`config.mk`:
```
export PLATFORM = sky130hd
export DESIGN_NAME = bdlu_core
export DESIGN_NICKNAME = d
export VERILOG_FILES = /design/src/hdl/bdlu_pkg.sv /design/src/hdl/bdlu_core.sv
export SDC_FILE = /design/constraint.sdc
export NUM_CORES = 1
export LEC_CHECK = 0
export BUFFER_PORTS_ARGS = -buffer_cell sky130_fd_sc_hd__buf_2
export CORE_ASPECT_RATIO = 0.75
export CORE_UTILIZATION = 45
export DETAILED_ROUTE_END_ITERATION = 10
export PLACE_DENSITY = 0.77
export SETUP_SLACK_MARGIN = 0.05
export SYNTH_ARGS = -nofsm -noshare
export SYNTH_HDL_FRONTEND = slang
export SYNTH_SLANG_ARGS = --single-unit
```
`constraint.sdc`:
```
create_clock -name clock_i -period 7.1 [get_ports clock_i]
set_input_delay 0.71 -clock clock_i [delete_from_list [all_inputs] [get_ports clock_i]]
set_output_delay 0.71 -clock clock_i [all_outputs]
set_load 0.05 [all_outputs]
```
`src/hdl/bdlu_pkg.sv`:
```
// constants shared by the decimal adjust, decrement, divide and loop datapath
package bdlu_pkg;

    // ****************************************
    // widths
    // ****************************************
    localparam int unsigned DATA_W = 8;
    localparam int unsigned PC_W   = 16;

    // ****************************************
    // opcodes, full bytes and prefixes
    // ****************************************
    localparam logic [7:0] OP_DA       = 8'hd4;
    localparam logic [7:0] OP_DEC_A    = 8'h14;
    localparam logic [7:0] OP_DEC_DIR  = 8'h15;
    localparam logic [6:0] OP_DEC_IND  = 7'h0b;  // 0001011i
    localparam logic [4:0] OP_DEC_REG  = 5'h03;  // 00011rrr
    localparam logic [7:0] OP_DIV      = 8'h84;
    localparam logic [4:0] OP_LOOP_REG = 5'h1b;  // 11011rrr
    localparam logic [7:0] OP_LOOP_DIR = 8'hd5;

    // ****************************************
    // decimal adjust figures
    // ****************************************
    localparam logic [3:0] BCD_MAX = 4'h9;
    localparam logic [3:0] BCD_FIX = 4'h6;

    // ****************************************
    // machine cycles per instruction and lengths
    // ****************************************
    localparam logic [2:0]  CYC_ONE      = 3'h1;
    localparam logic [2:0]  CYC_LOOP     = 3'h2;
    localparam logic [2:0]  CYC_DIV      = 3'h4;
    localparam logic [2:0]  CYC_BIAS     = 3'h2;
    localparam logic [15:0] LEN_LOOP_REG = 16'h0002;
    localparam logic [15:0] LEN_LOOP_DIR = 16'h0003;

    // ****************************************
    // memory-side operand addressing
    // ****************************************
    typedef enum logic [1:0] {MODE_REG, MODE_DIRECT, MODE_INDIRECT} bdlu_mode_t;

endpackage : bdlu_pkg

```
`src/hdl/bdlu_core.sv`:
```
// execution datapath for decimal adjust, decrement, divide and loop-branch
`timescale 1ns/1ps
module bdlu_core (
    // clock and reset
    input  wire logic                        clock_i,
    input  wire logic                        rstn_i,
    // request from the instruction sequencer
    input  wire logic                        start_i,
    input  wire logic [7:0]                  opcode_i,
    input  wire logic [7:0]                  byte2_i,
    input  wire logic [7:0]                  byte3_i,
    input  wire logic [bdlu_pkg::PC_W-1:0]   pc_i,
    // operands and flags
    input  wire logic [bdlu_pkg::DATA_W-1:0] acc_i,
    input  wire logic [bdlu_pkg::DATA_W-1:0] b_i,
    input  wire logic [bdlu_pkg::DATA_W-1:0] operand_i,
    input  wire logic                        target_is_port_i,
    input  wire logic [bdlu_pkg::DATA_W-1:0] port_latch_i,
    input  wire logic                        cy_i,
    input  wire logic                        aux_carry_flag_i,
    // status
    output logic                             busy_o,
    output logic                             done_o,
    output logic                             illegal_o,
    // register results
    output logic [bdlu_pkg::DATA_W-1:0]      acc_o,
    output logic                             acc_we_o,
    output logic [bdlu_pkg::DATA_W-1:0]      b_o,
    output logic                             b_we_o,
    // memory-side result
    output logic [bdlu_pkg::DATA_W-1:0]      mem_data_o,
    output logic                             mem_we_o,
    output bdlu_pkg::bdlu_mode_t             mem_mode_o,
    output logic [7:0]                       mem_sel_o,
    // flags and program counter
    output logic                             cy_o,
    output logic                             cy_we_o,
    output logic                             overflow_flag_o,
    output logic                             ov_we_o,
    output logic [bdlu_pkg::PC_W-1:0]        program_counter_o,
    output logic                             pc_we_o
);
    import bdlu_pkg::*;

    // ****************************************
    // arithmetic helpers
    // ****************************************
    function automatic logic [8:0] bdlu_da_fix(input logic [7:0] a, input logic c,
                                               input logic ac);
        logic [8:0] t;
        logic       c1;
        t = {1'b0, a};
        if (a[3:0] > BCD_MAX || ac) begin
            t = t + {5'h00, BCD_FIX};
        end
        c1 = c | t[8];
        if (t[7:4] > BCD_MAX || c1) begin
            t = {1'b0, t[7:0]} + {1'b0, BCD_FIX, 4'h0};
        end
        return {c1 | t[8], t[7:0]};
    endfunction : bdlu_da_fix

    // one restoring step: {quotient bit, new remainder}
    function automatic logic [8:0] bdlu_div_step(input logic [7:0] r, input logic nb,
                                                 input logic [7:0] d);
        logic [8:0] t;
        t = {r, nb};
        if (t >= {1'b0, d}) begin
            return {1'b1, 8'(t - {1'b0, d})};
        end
        return {1'b0, t[7:0]};
    endfunction : bdlu_div_step

    // ****************************************
    // decode
    // ****************************************
    typedef enum logic {ST_IDLE, ST_BUSY} bdlu_state_t;
    bdlu_state_t state;
    logic [2:0]  cnt;
    logic        take;
    logic        is_da, is_dec_a, is_dec_reg, is_dec_dir, is_dec_ind, is_div;
    logic        is_loop_reg, is_loop_dir, is_loop, is_mem, known;
    logic [2:0]  cycles;

    assign take        = start_i && (state == ST_IDLE);
    assign is_da       = (opcode_i == OP_DA);
    assign is_dec_a    = (opcode_i == OP_DEC_A);
    assign is_dec_dir  = (opcode_i == OP_DEC_DIR);
    assign is_dec_ind  = (opcode_i[7:1] == OP_DEC_IND);
    assign is_dec_reg  = (opcode_i[7:3] == OP_DEC_REG);
    assign is_div      = (opcode_i == OP_DIV);
    assign is_loop_reg = (opcode_i[7:3] == OP_LOOP_REG);
    assign is_loop_dir = (opcode_i == OP_LOOP_DIR);
    assign is_loop     = is_loop_reg || is_loop_dir;
    assign is_mem      = is_dec_reg || is_dec_dir || is_dec_ind || is_loop;
    assign known       = is_da || is_dec_a || is_mem || is_div;
    assign cycles      = is_div ? CYC_DIV : (is_loop ? CYC_LOOP : CYC_ONE);

    // ****************************************
    // datapath values
    // ****************************************
    logic [7:0]  src, dec_val, rel, div_d, src_quo, src_rem, src_d;
    logic [8:0]  da_res, s1, s2;
    logic [15:0] pc_adv, pc_target;
    logic        pend_div;

    // a port read here would see pins, so the latch copy is used
    assign src       = is_dec_a ? acc_i : (target_is_port_i ? port_latch_i : operand_i);
    assign dec_val   = src - 8'h01;
    assign da_res    = bdlu_da_fix(acc_i, cy_i, aux_carry_flag_i);
    assign rel       = is_loop_dir ? byte3_i : byte2_i;
    assign pc_adv    = pc_i + (is_loop_dir ? LEN_LOOP_DIR : LEN_LOOP_REG);
    assign pc_target = pc_adv + {{8{rel[7]}}, rel};
    // divide reuses the result registers as working quotient and remainder
    assign src_quo   = (state == ST_IDLE) ? acc_i : acc_o;
    assign src_rem   = (state == ST_IDLE) ? 8'h00 : b_o;
    assign src_d     = (state == ST_IDLE) ? b_i : div_d;
    assign s1        = bdlu_div_step(src_rem, src_quo[7], src_d);
    assign s2        = bdlu_div_step(s1[7:0], src_quo[6], src_d);

    // ****************************************
    // sequencing
    // ****************************************
    logic fin;
    assign fin    = (take && cycles == CYC_ONE) || (state == ST_BUSY && cnt == 3'h0);
    assign busy_o = (state == ST_BUSY);

    always_ff @(posedge clock_i or negedge rstn_i) begin
        if (!rstn_i) begin
            state <= ST_IDLE;
            cnt   <= 3'h0;
        end else if (take && cycles != CYC_ONE) begin
            state <= ST_BUSY;
            cnt   <= cycles - CYC_BIAS;
        end else if (state == ST_BUSY) begin
            if (cnt == 3'h0) begin
                state <= ST_IDLE;
            end else begin
                cnt <= cnt - 3'h1;
            end
        end
    end

    always_ff @(posedge clock_i or negedge rstn_i) begin
        if (!rstn_i) begin
            done_o <= 1'b0;
        end else begin
            done_o <= fin;
        end
    end

    // ****************************************
    // write enables, raised only with done
    // ****************************************
    logic pend_acc, pend_b, pend_mem, pend_cy, pend_ov, pend_pc, pend_bad;

    always_ff @(posedge clock_i or negedge rstn_i) begin
        if (!rstn_i) begin
            {pend_acc, pend_b, pend_mem, pend_cy} <= 4'h0;
            {pend_ov, pend_pc, pend_bad, pend_div} <= 4'h0;
        end else if (take) begin
            pend_acc <= is_da || is_dec_a || is_div;
            pend_b   <= is_div;
            pend_mem <= is_mem;
            pend_cy  <= is_da || is_div;
            pend_ov  <= is_div;
            pend_pc  <= is_loop;
            pend_bad <= !known;
            pend_div <= is_div;
        end
    end

    assign acc_we_o  = done_o && pend_acc;
    assign b_we_o    = done_o && pend_b;
    assign mem_we_o  = done_o && pend_mem;
    assign cy_we_o   = done_o && pend_cy;
    assign ov_we_o   = done_o && pend_ov;
    assign pc_we_o   = done_o && pend_pc;
    assign illegal_o = done_o && pend_bad;

    // ****************************************
    // accumulator and second register
    // ****************************************
    always_ff @(posedge clock_i or negedge rstn_i) begin
        if (!rstn_i) begin
            acc_o <= 8'h00;
            b_o   <= 8'h00;
            div_d <= 8'h00;
        end else if ((take && is_div) || (busy_o && pend_div)) begin
            acc_o <= {src_quo[5:0], s1[8], s2[8]};
            b_o   <= s2[7:0];
            if (take) begin
                div_d <= b_i;
            end
        end else if (take && is_da) begin
            acc_o <= da_res[7:0];
        end else if (take && is_dec_a) begin
            acc_o <= dec_val;
        end
    end

    // ****************************************
    // memory result, flags, program counter
    // ****************************************
    always_ff @(posedge clock_i or negedge rstn_i) begin
        if (!rstn_i) begin
            mem_data_o <= 8'h00;
            mem_mode_o <= MODE_REG;
            mem_sel_o  <= 8'h00;
        end else if (take && is_mem) begin
            mem_data_o <= dec_val;
            if (is_dec_dir || is_loop_dir) begin
                mem_mode_o <= MODE_DIRECT;
                mem_sel_o  <= byte2_i;
            end else if (is_dec_ind) begin
                mem_mode_o <= MODE_INDIRECT;
                mem_sel_o  <= 8'(opcode_i[0]);
            end else begin
                mem_mode_o <= MODE_REG;
                mem_sel_o  <= 8'(opcode_i[2:0]);
            end
        end
    end

    always_ff @(posedge clock_i or negedge rstn_i) begin
        if (!rstn_i) begin
            cy_o              <= 1'b0;
            overflow_flag_o   <= 1'b0;
            program_counter_o <= 16'h0000;
        end else if (take) begin
            cy_o              <= is_da && da_res[8];
            overflow_flag_o   <= is_div && (b_i == 8'h00);
            program_counter_o <= (dec_val != 8'h00) ? pc_target : pc_adv;
        end
    end
endmodule : bdlu_core

```
# Word-level counts from Yosys, hierarchy flattened
# Cells that the tools add are included.
dict set report classes {
  reduce_logical 39
  bitwise 3
  addsub 9
  eq_ne 11
  magnitude_cmp 4
  muxes 31
}
# operator n
set ops {}
lappend ops {{8-bit 2-to-1 mux} 10}
lappend ops {{9-bit 2-to-1 mux} 6}
lappend ops {{8-bit == test, second input constant} 3}
lappend ops {{9-bit by 8-bit >= comparator with 1-bit output} 2}
lappend ops {{1-bit logical AND} 17}
lappend ops {{16-bit adder} 1}
lappend ops {{16-bit by 2-bit adder with 16-bit output} 1}
lappend ops {{8-bit by 5-bit == test with 1-bit output, second input constant} 2}
lappend ops {{16-bit 2-to-1 mux} 1}
lappend ops {{8-bit subtractor} 2}
lappend ops {{3-bit 2-to-1 mux} 5}
lappend ops {{1-bit logical OR} 14}
lappend ops {{8-bit by 3-bit adder with 9-bit output, second input constant} 1}
lappend ops {{8-bit by 7-bit adder with 9-bit output, second input constant} 1}
lappend ops {{4-bit > comparator, second input constant} 2}
lappend ops {{8-bit zero test} 1}
lappend ops {{8-bit nonzero test} 1}
lappend ops {{8-bit by 1-bit subtractor with 8-bit output, second input constant} 1}
lappend ops {{7-bit by 4-bit == test with 1-bit output, second input constant} 1}
lappend ops {{1-bit 2-to-1 mux} 6}
lappend ops {{2-bit 2-to-1 mux} 3}
lappend ops {{5-bit by 2-bit == test with 1-bit output, second input constant} 1}
lappend ops {{5-bit == test, second input constant} 1}
lappend ops {{2-bit AND reduction} 2}
lappend ops {{other kinds (11)} 12}
dict set report totals {
  out_inout_bits 61
  reg_bits 71
  elab_cells 115
  inputBits 78
}

# Logic depth before layout (Yosys ltp)
dict set report depth {
  ltp_word 8
  ltp_mapped 21
  ltp_nobuf 19
}

# Worst setup path before layout
# OpenSTA, ideal clock, no wires.
dict set report synth_timing {
  path_kind {reg-to-reg}
  from {register state (netlist: busy_o)}
  to {register b_o[0] in the netlist's numbering}
  setup_time_ns 0.078
  path_stages_with_launch 20
  t_arrival_ns 6.403
  path_slack_ns 0.620
  required_ns 7.022
  period_less_slack_ns 6.480
  n_path_buf 3
  path_cell_list {dfrtp_1 clkbuf_1 buf_1 clkbuf_1 mux2i_1 ha_1 nor2b_1 o31ai_1 a21oi_1 o31ai_1 mux2i_1 ha_1 nor2b_1 o21ai_0 a21boi_0 o31ai_1 a21oi_1 a211oi_1 mux2_2 a21oi_1}
}
dict set report synth_via {
  elab_chain_len 7
  word_cells_on_any_way 18
  classes_between {add/sub (2); order compare (2); mux (9); bitwise (1); reduce/logical (4)}
}
# element line_no
set synth_rtl {}
lappend synth_rtl {{start: declaration} bdlu_core.sv:78} ;# bdlu_state_t state;
lappend synth_rtl {{start signal: assignment} bdlu_core.sv:130} ;# state <= ST_IDLE;
lappend synth_rtl {{start signal: assignment} bdlu_core.sv:133} ;# state <= ST_BUSY;
lappend synth_rtl {{start signal: assignment} bdlu_core.sv:137} ;# state <= ST_IDLE;
lappend synth_rtl {{8-bit 2-to-1 mux, on equally long branches} {bdlu_core.sv:115, bdlu_core.sv:116, bdlu_core.sv:117}}
lappend synth_rtl {{8-bit subtractor / 9-bit by 8-bit >= comparator with 1-bit output (equally long branches)} {bdlu_core.sv:69, bdlu_core.sv:68}}
lappend synth_rtl {{9-bit 2-to-1 mux / 1-bit 2-to-1 mux (equally long branches)} bdlu_core.sv:68} ;# if (t >= {1'b0, d}) begin
lappend synth_rtl {{9-bit 2-to-1 mux} bdlu_core.sv:71} ;# return {1'b0, t[7:0]};
lappend synth_rtl {{9-bit by 8-bit >= comparator with 1-bit output} bdlu_core.sv:68}
lappend synth_rtl {{1-bit 2-to-1 mux} bdlu_core.sv:68}
lappend synth_rtl {{9-bit 2-to-1 mux} bdlu_core.sv:71}
lappend synth_rtl {{end signal: assignment} bdlu_core.sv:191} ;# b_o <= s2[7:0];
lappend synth_rtl {{end: declaration} bdlu_core.sv:28} ;# output logic [bdlu_pkg::DATA_W-1:0] b_o,
# Several ways; a longest one is shown, not always the timed one. The select of a mux whose other input is x is not followed.
# A chain may end at the register's enable or synchronous reset.

# Worst setup path after layout
# Same ends and word-level chain as after synthesis.

==> qor.yml <==
unrepaired_setup_endpoints_after_global_routing: "no"
drtPass1Iterations: 5
final_hold_viol_count: 0
post_cts_resized: 0
grt_overflow: 0
final.setup.worst_slack_ns: 2.070
ratio_of_routed_vias_to_standard_cells: 5.536
postLayoutCoreUtil_pct: 55.76
route.detailed.wl_per_inst_um: 15.75
initial_antenna_violation_count: 0
clock_tree.root_cell: "clkbuf_16"
gate_family_responsible_for_the_most_delay_along_the_worst_path: "compound AO/OA/AOI/OAI gates"
path_cells: "buf_4 > mux2i_1 > ha_1 > o21a_1 > o31ai_1 > a21oi_1 > o31ai_1 > mux2i_1 > ha_1 > nor2b_1 > o21ai_0 > a21boi_0 > o31ai_1 > a21oi_1 > a211oi_1 > buf_4 > mux2_2 > a21oi_1"
stdcell_count: 985
final-setup-viol-count: 0
dr_total_vias: 5453
detail_route.drc_violations: 0
layout-area-overhead-vs-synth_pct: 19.15
fp.dieArea_um2: 13440
worstSetupEndpointType: "flop"
cp_num_buf_inv: 2
crit_required_ns: 7.36
max_cap_violations: 0
global_route_wire_length_before_repair_mm: 25.01
min_period_over_period_pct: 70.84
cts_hold_repair.buffers: 0
synthesis.area_per_instance_um2: 8.477
place_congestion: 0.9405
floorplan.initialDensity_pct: 46.80
timing.hold.worst.class: "flop to flop"
worst_path_slowest_cell: "o31ai_1"
rows: 35
pin_count_of_the_biggest_net_entering_global_routing: 72
place_ws_ns: 1.817
cts_max_level: 3
timing.slew.headroom_pct: 35.30
post_synth_num_cell_types: 57
clock_path_buffers: 2
globalRouteTotalUtil_pct: 23.67
setup-tns-final_ns: 0
critical_path_start_type: "flop"
cellPowerDensity_nw_per_um2: 251.8
post_cts.repair.setup_buffers: 0
syn_nets: 809
clock-sinks: 71
grt_pass1_vias: 4872
height_of_the_die_um: 100.7
synth.yosys.warnings: 0
finalNetCount: 934
insertion_delay_ns: 0.34
critPathArrivalTime_ns: 5.29
synth-edff-count: 0
finalMaxSlewViolations: 0
drt-total-wl_mm: 15.51
ir_worst_vdd_mv: 0.1662
cp_max_fo: 29
clock_skew_ns: 0.007048
hpwl_detailed_mm: 11.92
critPathMaxStageDelay_ns: 0.38
status: "finished, final reports clean"
fill_cells: 1187
max_slew.worst_pin.slew_ns: 0.9705
final_layout_size_suffix_gt1_share_pct: 23.44
dpl.cell_count: 969
floorplan.core_area_um2: 12480
netlist_instances: 689
yosysSeqAreaShare_pct: 30.42
synth_area_um2: 5841
primary_flip_flop_cell_chosen_by_synthesis_mapping: "dfrtp_1"
static-leakage-power_nw: 3.498
worst_setup_hold_path_clk_slew_ns: 0.06
share_of_flip_flops_with_an_asynchronous_set_or_reset_pct: 100.0
n_diodes: 0
tritoncts_clock_tree: "built"
path_class: "flop to flop"
die_x_um: 133.6
antenna_left: 0
tritoncts.num_buffers: 9
numPortBuffers: 138
floorplan.io_pins: 139
max_freq_mhz: 198.8
layout_min_cycle_time_ns: 5.030
drt_first_iter_violations: 264
postSynthRegisterBits: 71
## final cells by class
class / instances / area, um^2 / share of cell area, %
Clock buffer: 10 / 239.0 / 3.434
Clock inverter: 6 / 67.56 / 0.9709
Inverter: 22 / 82.58 / 1.187
Multi-Input combinational cell: 566 / 3847 / 55.29
Sequential cell: 71 / 1777 / 25.53
Tap cell: 166 / 207.7 / 2.985
Timing Repair Buffer: 144 / 738.2 / 10.61
## through the flow
step | hold slack (ns) | total power [W] | cell area [um^2]
floorplan | 0.4144 | 0.001092 | 5841
global placement | 0.4472 | 0.001278 | 6653
detailed placement | 0.4542 | 0.001289 | 6653
CTS | 0.4762 | 0.001765 | 6959
global route | 0.4944 | 0.001853 | 6959
finish | 0.4735 | 0.001752 | 6959
## worst register-to-register path, stage by stage, from the launching register on
cell and delay (ns):
dfrtp_1 0.36, buf_4 0.37, mux2i_1 0.37, ha_1 0.36, o21a_1 0.20, o31ai_1 0.10
a21oi_1 0.17, o31ai_1 0.38, mux2i_1 0.38, ha_1 0.31, nor2b_1 0.13, o21ai_0 0.20
a21boi_0 0.18, o31ai_1 0.37, a21oi_1 0.15, a211oi_1 0.20, buf_4 0.23, mux2_2 0.36
a21oi_1 0.14
## metal layers
metal  up-vias  global-route usage, %  share of wire [%]  routed length (um)
met5         -                      0                  0                   0
met4         0                  5.070               0.78                 121
met3         8                  5.078                6.6                1031
met2       174                  33.65                 41                6380
met1      2550                  36.27                 51                7981
li1       2721                      -                  -                   -
## where the power goes
group | internal [W] | total (W) | switching (W)
registers | 0.000485 | 0.000534 | 0.0000485
logic | 0.000232 | 0.000752 | 0.000521
clock network | 0.000283 | 0.000466 | 0.000183
total | 0.00100 | 0.00175 | 0.000752
## placed cells by master (no fill, tap or decap), types with 3 or more instances in the layout
master and count:
nor3_1 15, a211oi_1 9, o21ai_0 59, o21bai_1 5
and3_1 7, a211o_1 3, or2_2 5, nor2_1 41
a21oi_1 39, o31ai_1 9, nand2_1 101, buf_2 137
fa_1 3, or4b_1 3, dfrtp_1 71, nor4b_1 3
nand3_1 19, o211ai_1 4, nor2b_1 6, xor2_1 14
o21ai_1 3, a221oi_1 4, xnor2_1 30, mux2_2 20
mux2i_1 44, nand4_1 9, o21a_1 7, and2_1 17
nand2b_1 4, buf_4 7, ha_1 39, inv_1 22
a21o_1 9, nor4_1 3, nor3b_1 3, clkbuf_16 9
or4_1 5
## synthesized netlist by cell type, types with 6 or more instances
library cell	number	area (um^2)
xnor2_1	30	262.8
nor2_1	41	153.9
a21o_1	9	67.56
a21oi_1	39	195.2
inv_1	22	82.58
xor2_1	14	122.6
mux2i_1	44	440.4
and3_1	7	43.79
nand3_1	19	95.09
nand4_1	9	56.30
ha_1	39	488.0
nor3_1	15	75.07
o21ai_0	59	295.3
o31ai_1	9	67.56
nor2b_1	6	37.54
and2_1	17	106.4
a211oi_1	9	67.56
dfrtp_1	71	1777
mux2_2	20	225.2
o21a_1	7	52.55
clkbuf_1	23	86.33
nand2_1	101	379.1
## state kept, by name, summed over array words and instances, names as in the netlist, 2 cells and up
signal / cells
program_counter_o: 16
acc_o: 8
b_o: 8
div_d: 8
mem_data_o: 8
mem_sel_o: 8
cnt: 3
mem_mode_o: 2
## final timing paths
| check | start | slack (ns) | cells after the start | to |
|---|---|---|---|---|
| worst max-delay path | busy_o$_DFF_PN0_ | 2.07 | 18 | b_o[0]$_DFFE_PN0N_ |
| worst min-delay path | pend_pc$_DFFE_PN0P_ | 0.47 | 1 | pend_pc$_DFFE_PN0P_ |
| worst max register to register | busy_o$_DFF_PN0_ | 2.07 | 18 | b_o[0]$_DFFE_PN0N_ |
| worst min register to register | pend_pc$_DFFE_PN0P_ | 0.47 | 1 | pend_pc$_DFFE_PN0P_ |
| max in group asynchronous | rstn_i | 5.99 | 1 | program_counter_o[11]$_DFFE_PN0P_ |
| min in group asynchronous | rstn_i | 0.50 | 1 | b_o[6]$_DFFE_PN0N_ |
## logic make-up after synthesis
kind of cell | Yosys count | share of synthesized area [%]
simple gates | 249 | 20.72
compound gates | 167 | 17.78
flops | 71 | 30.42
mux | 64 | 11.40
buf+inv | 52 | 3.706
xor+xnor | 44 | 6.598
fa+ha+maj | 42 | 9.383
(Power assumes the default switching activity.)
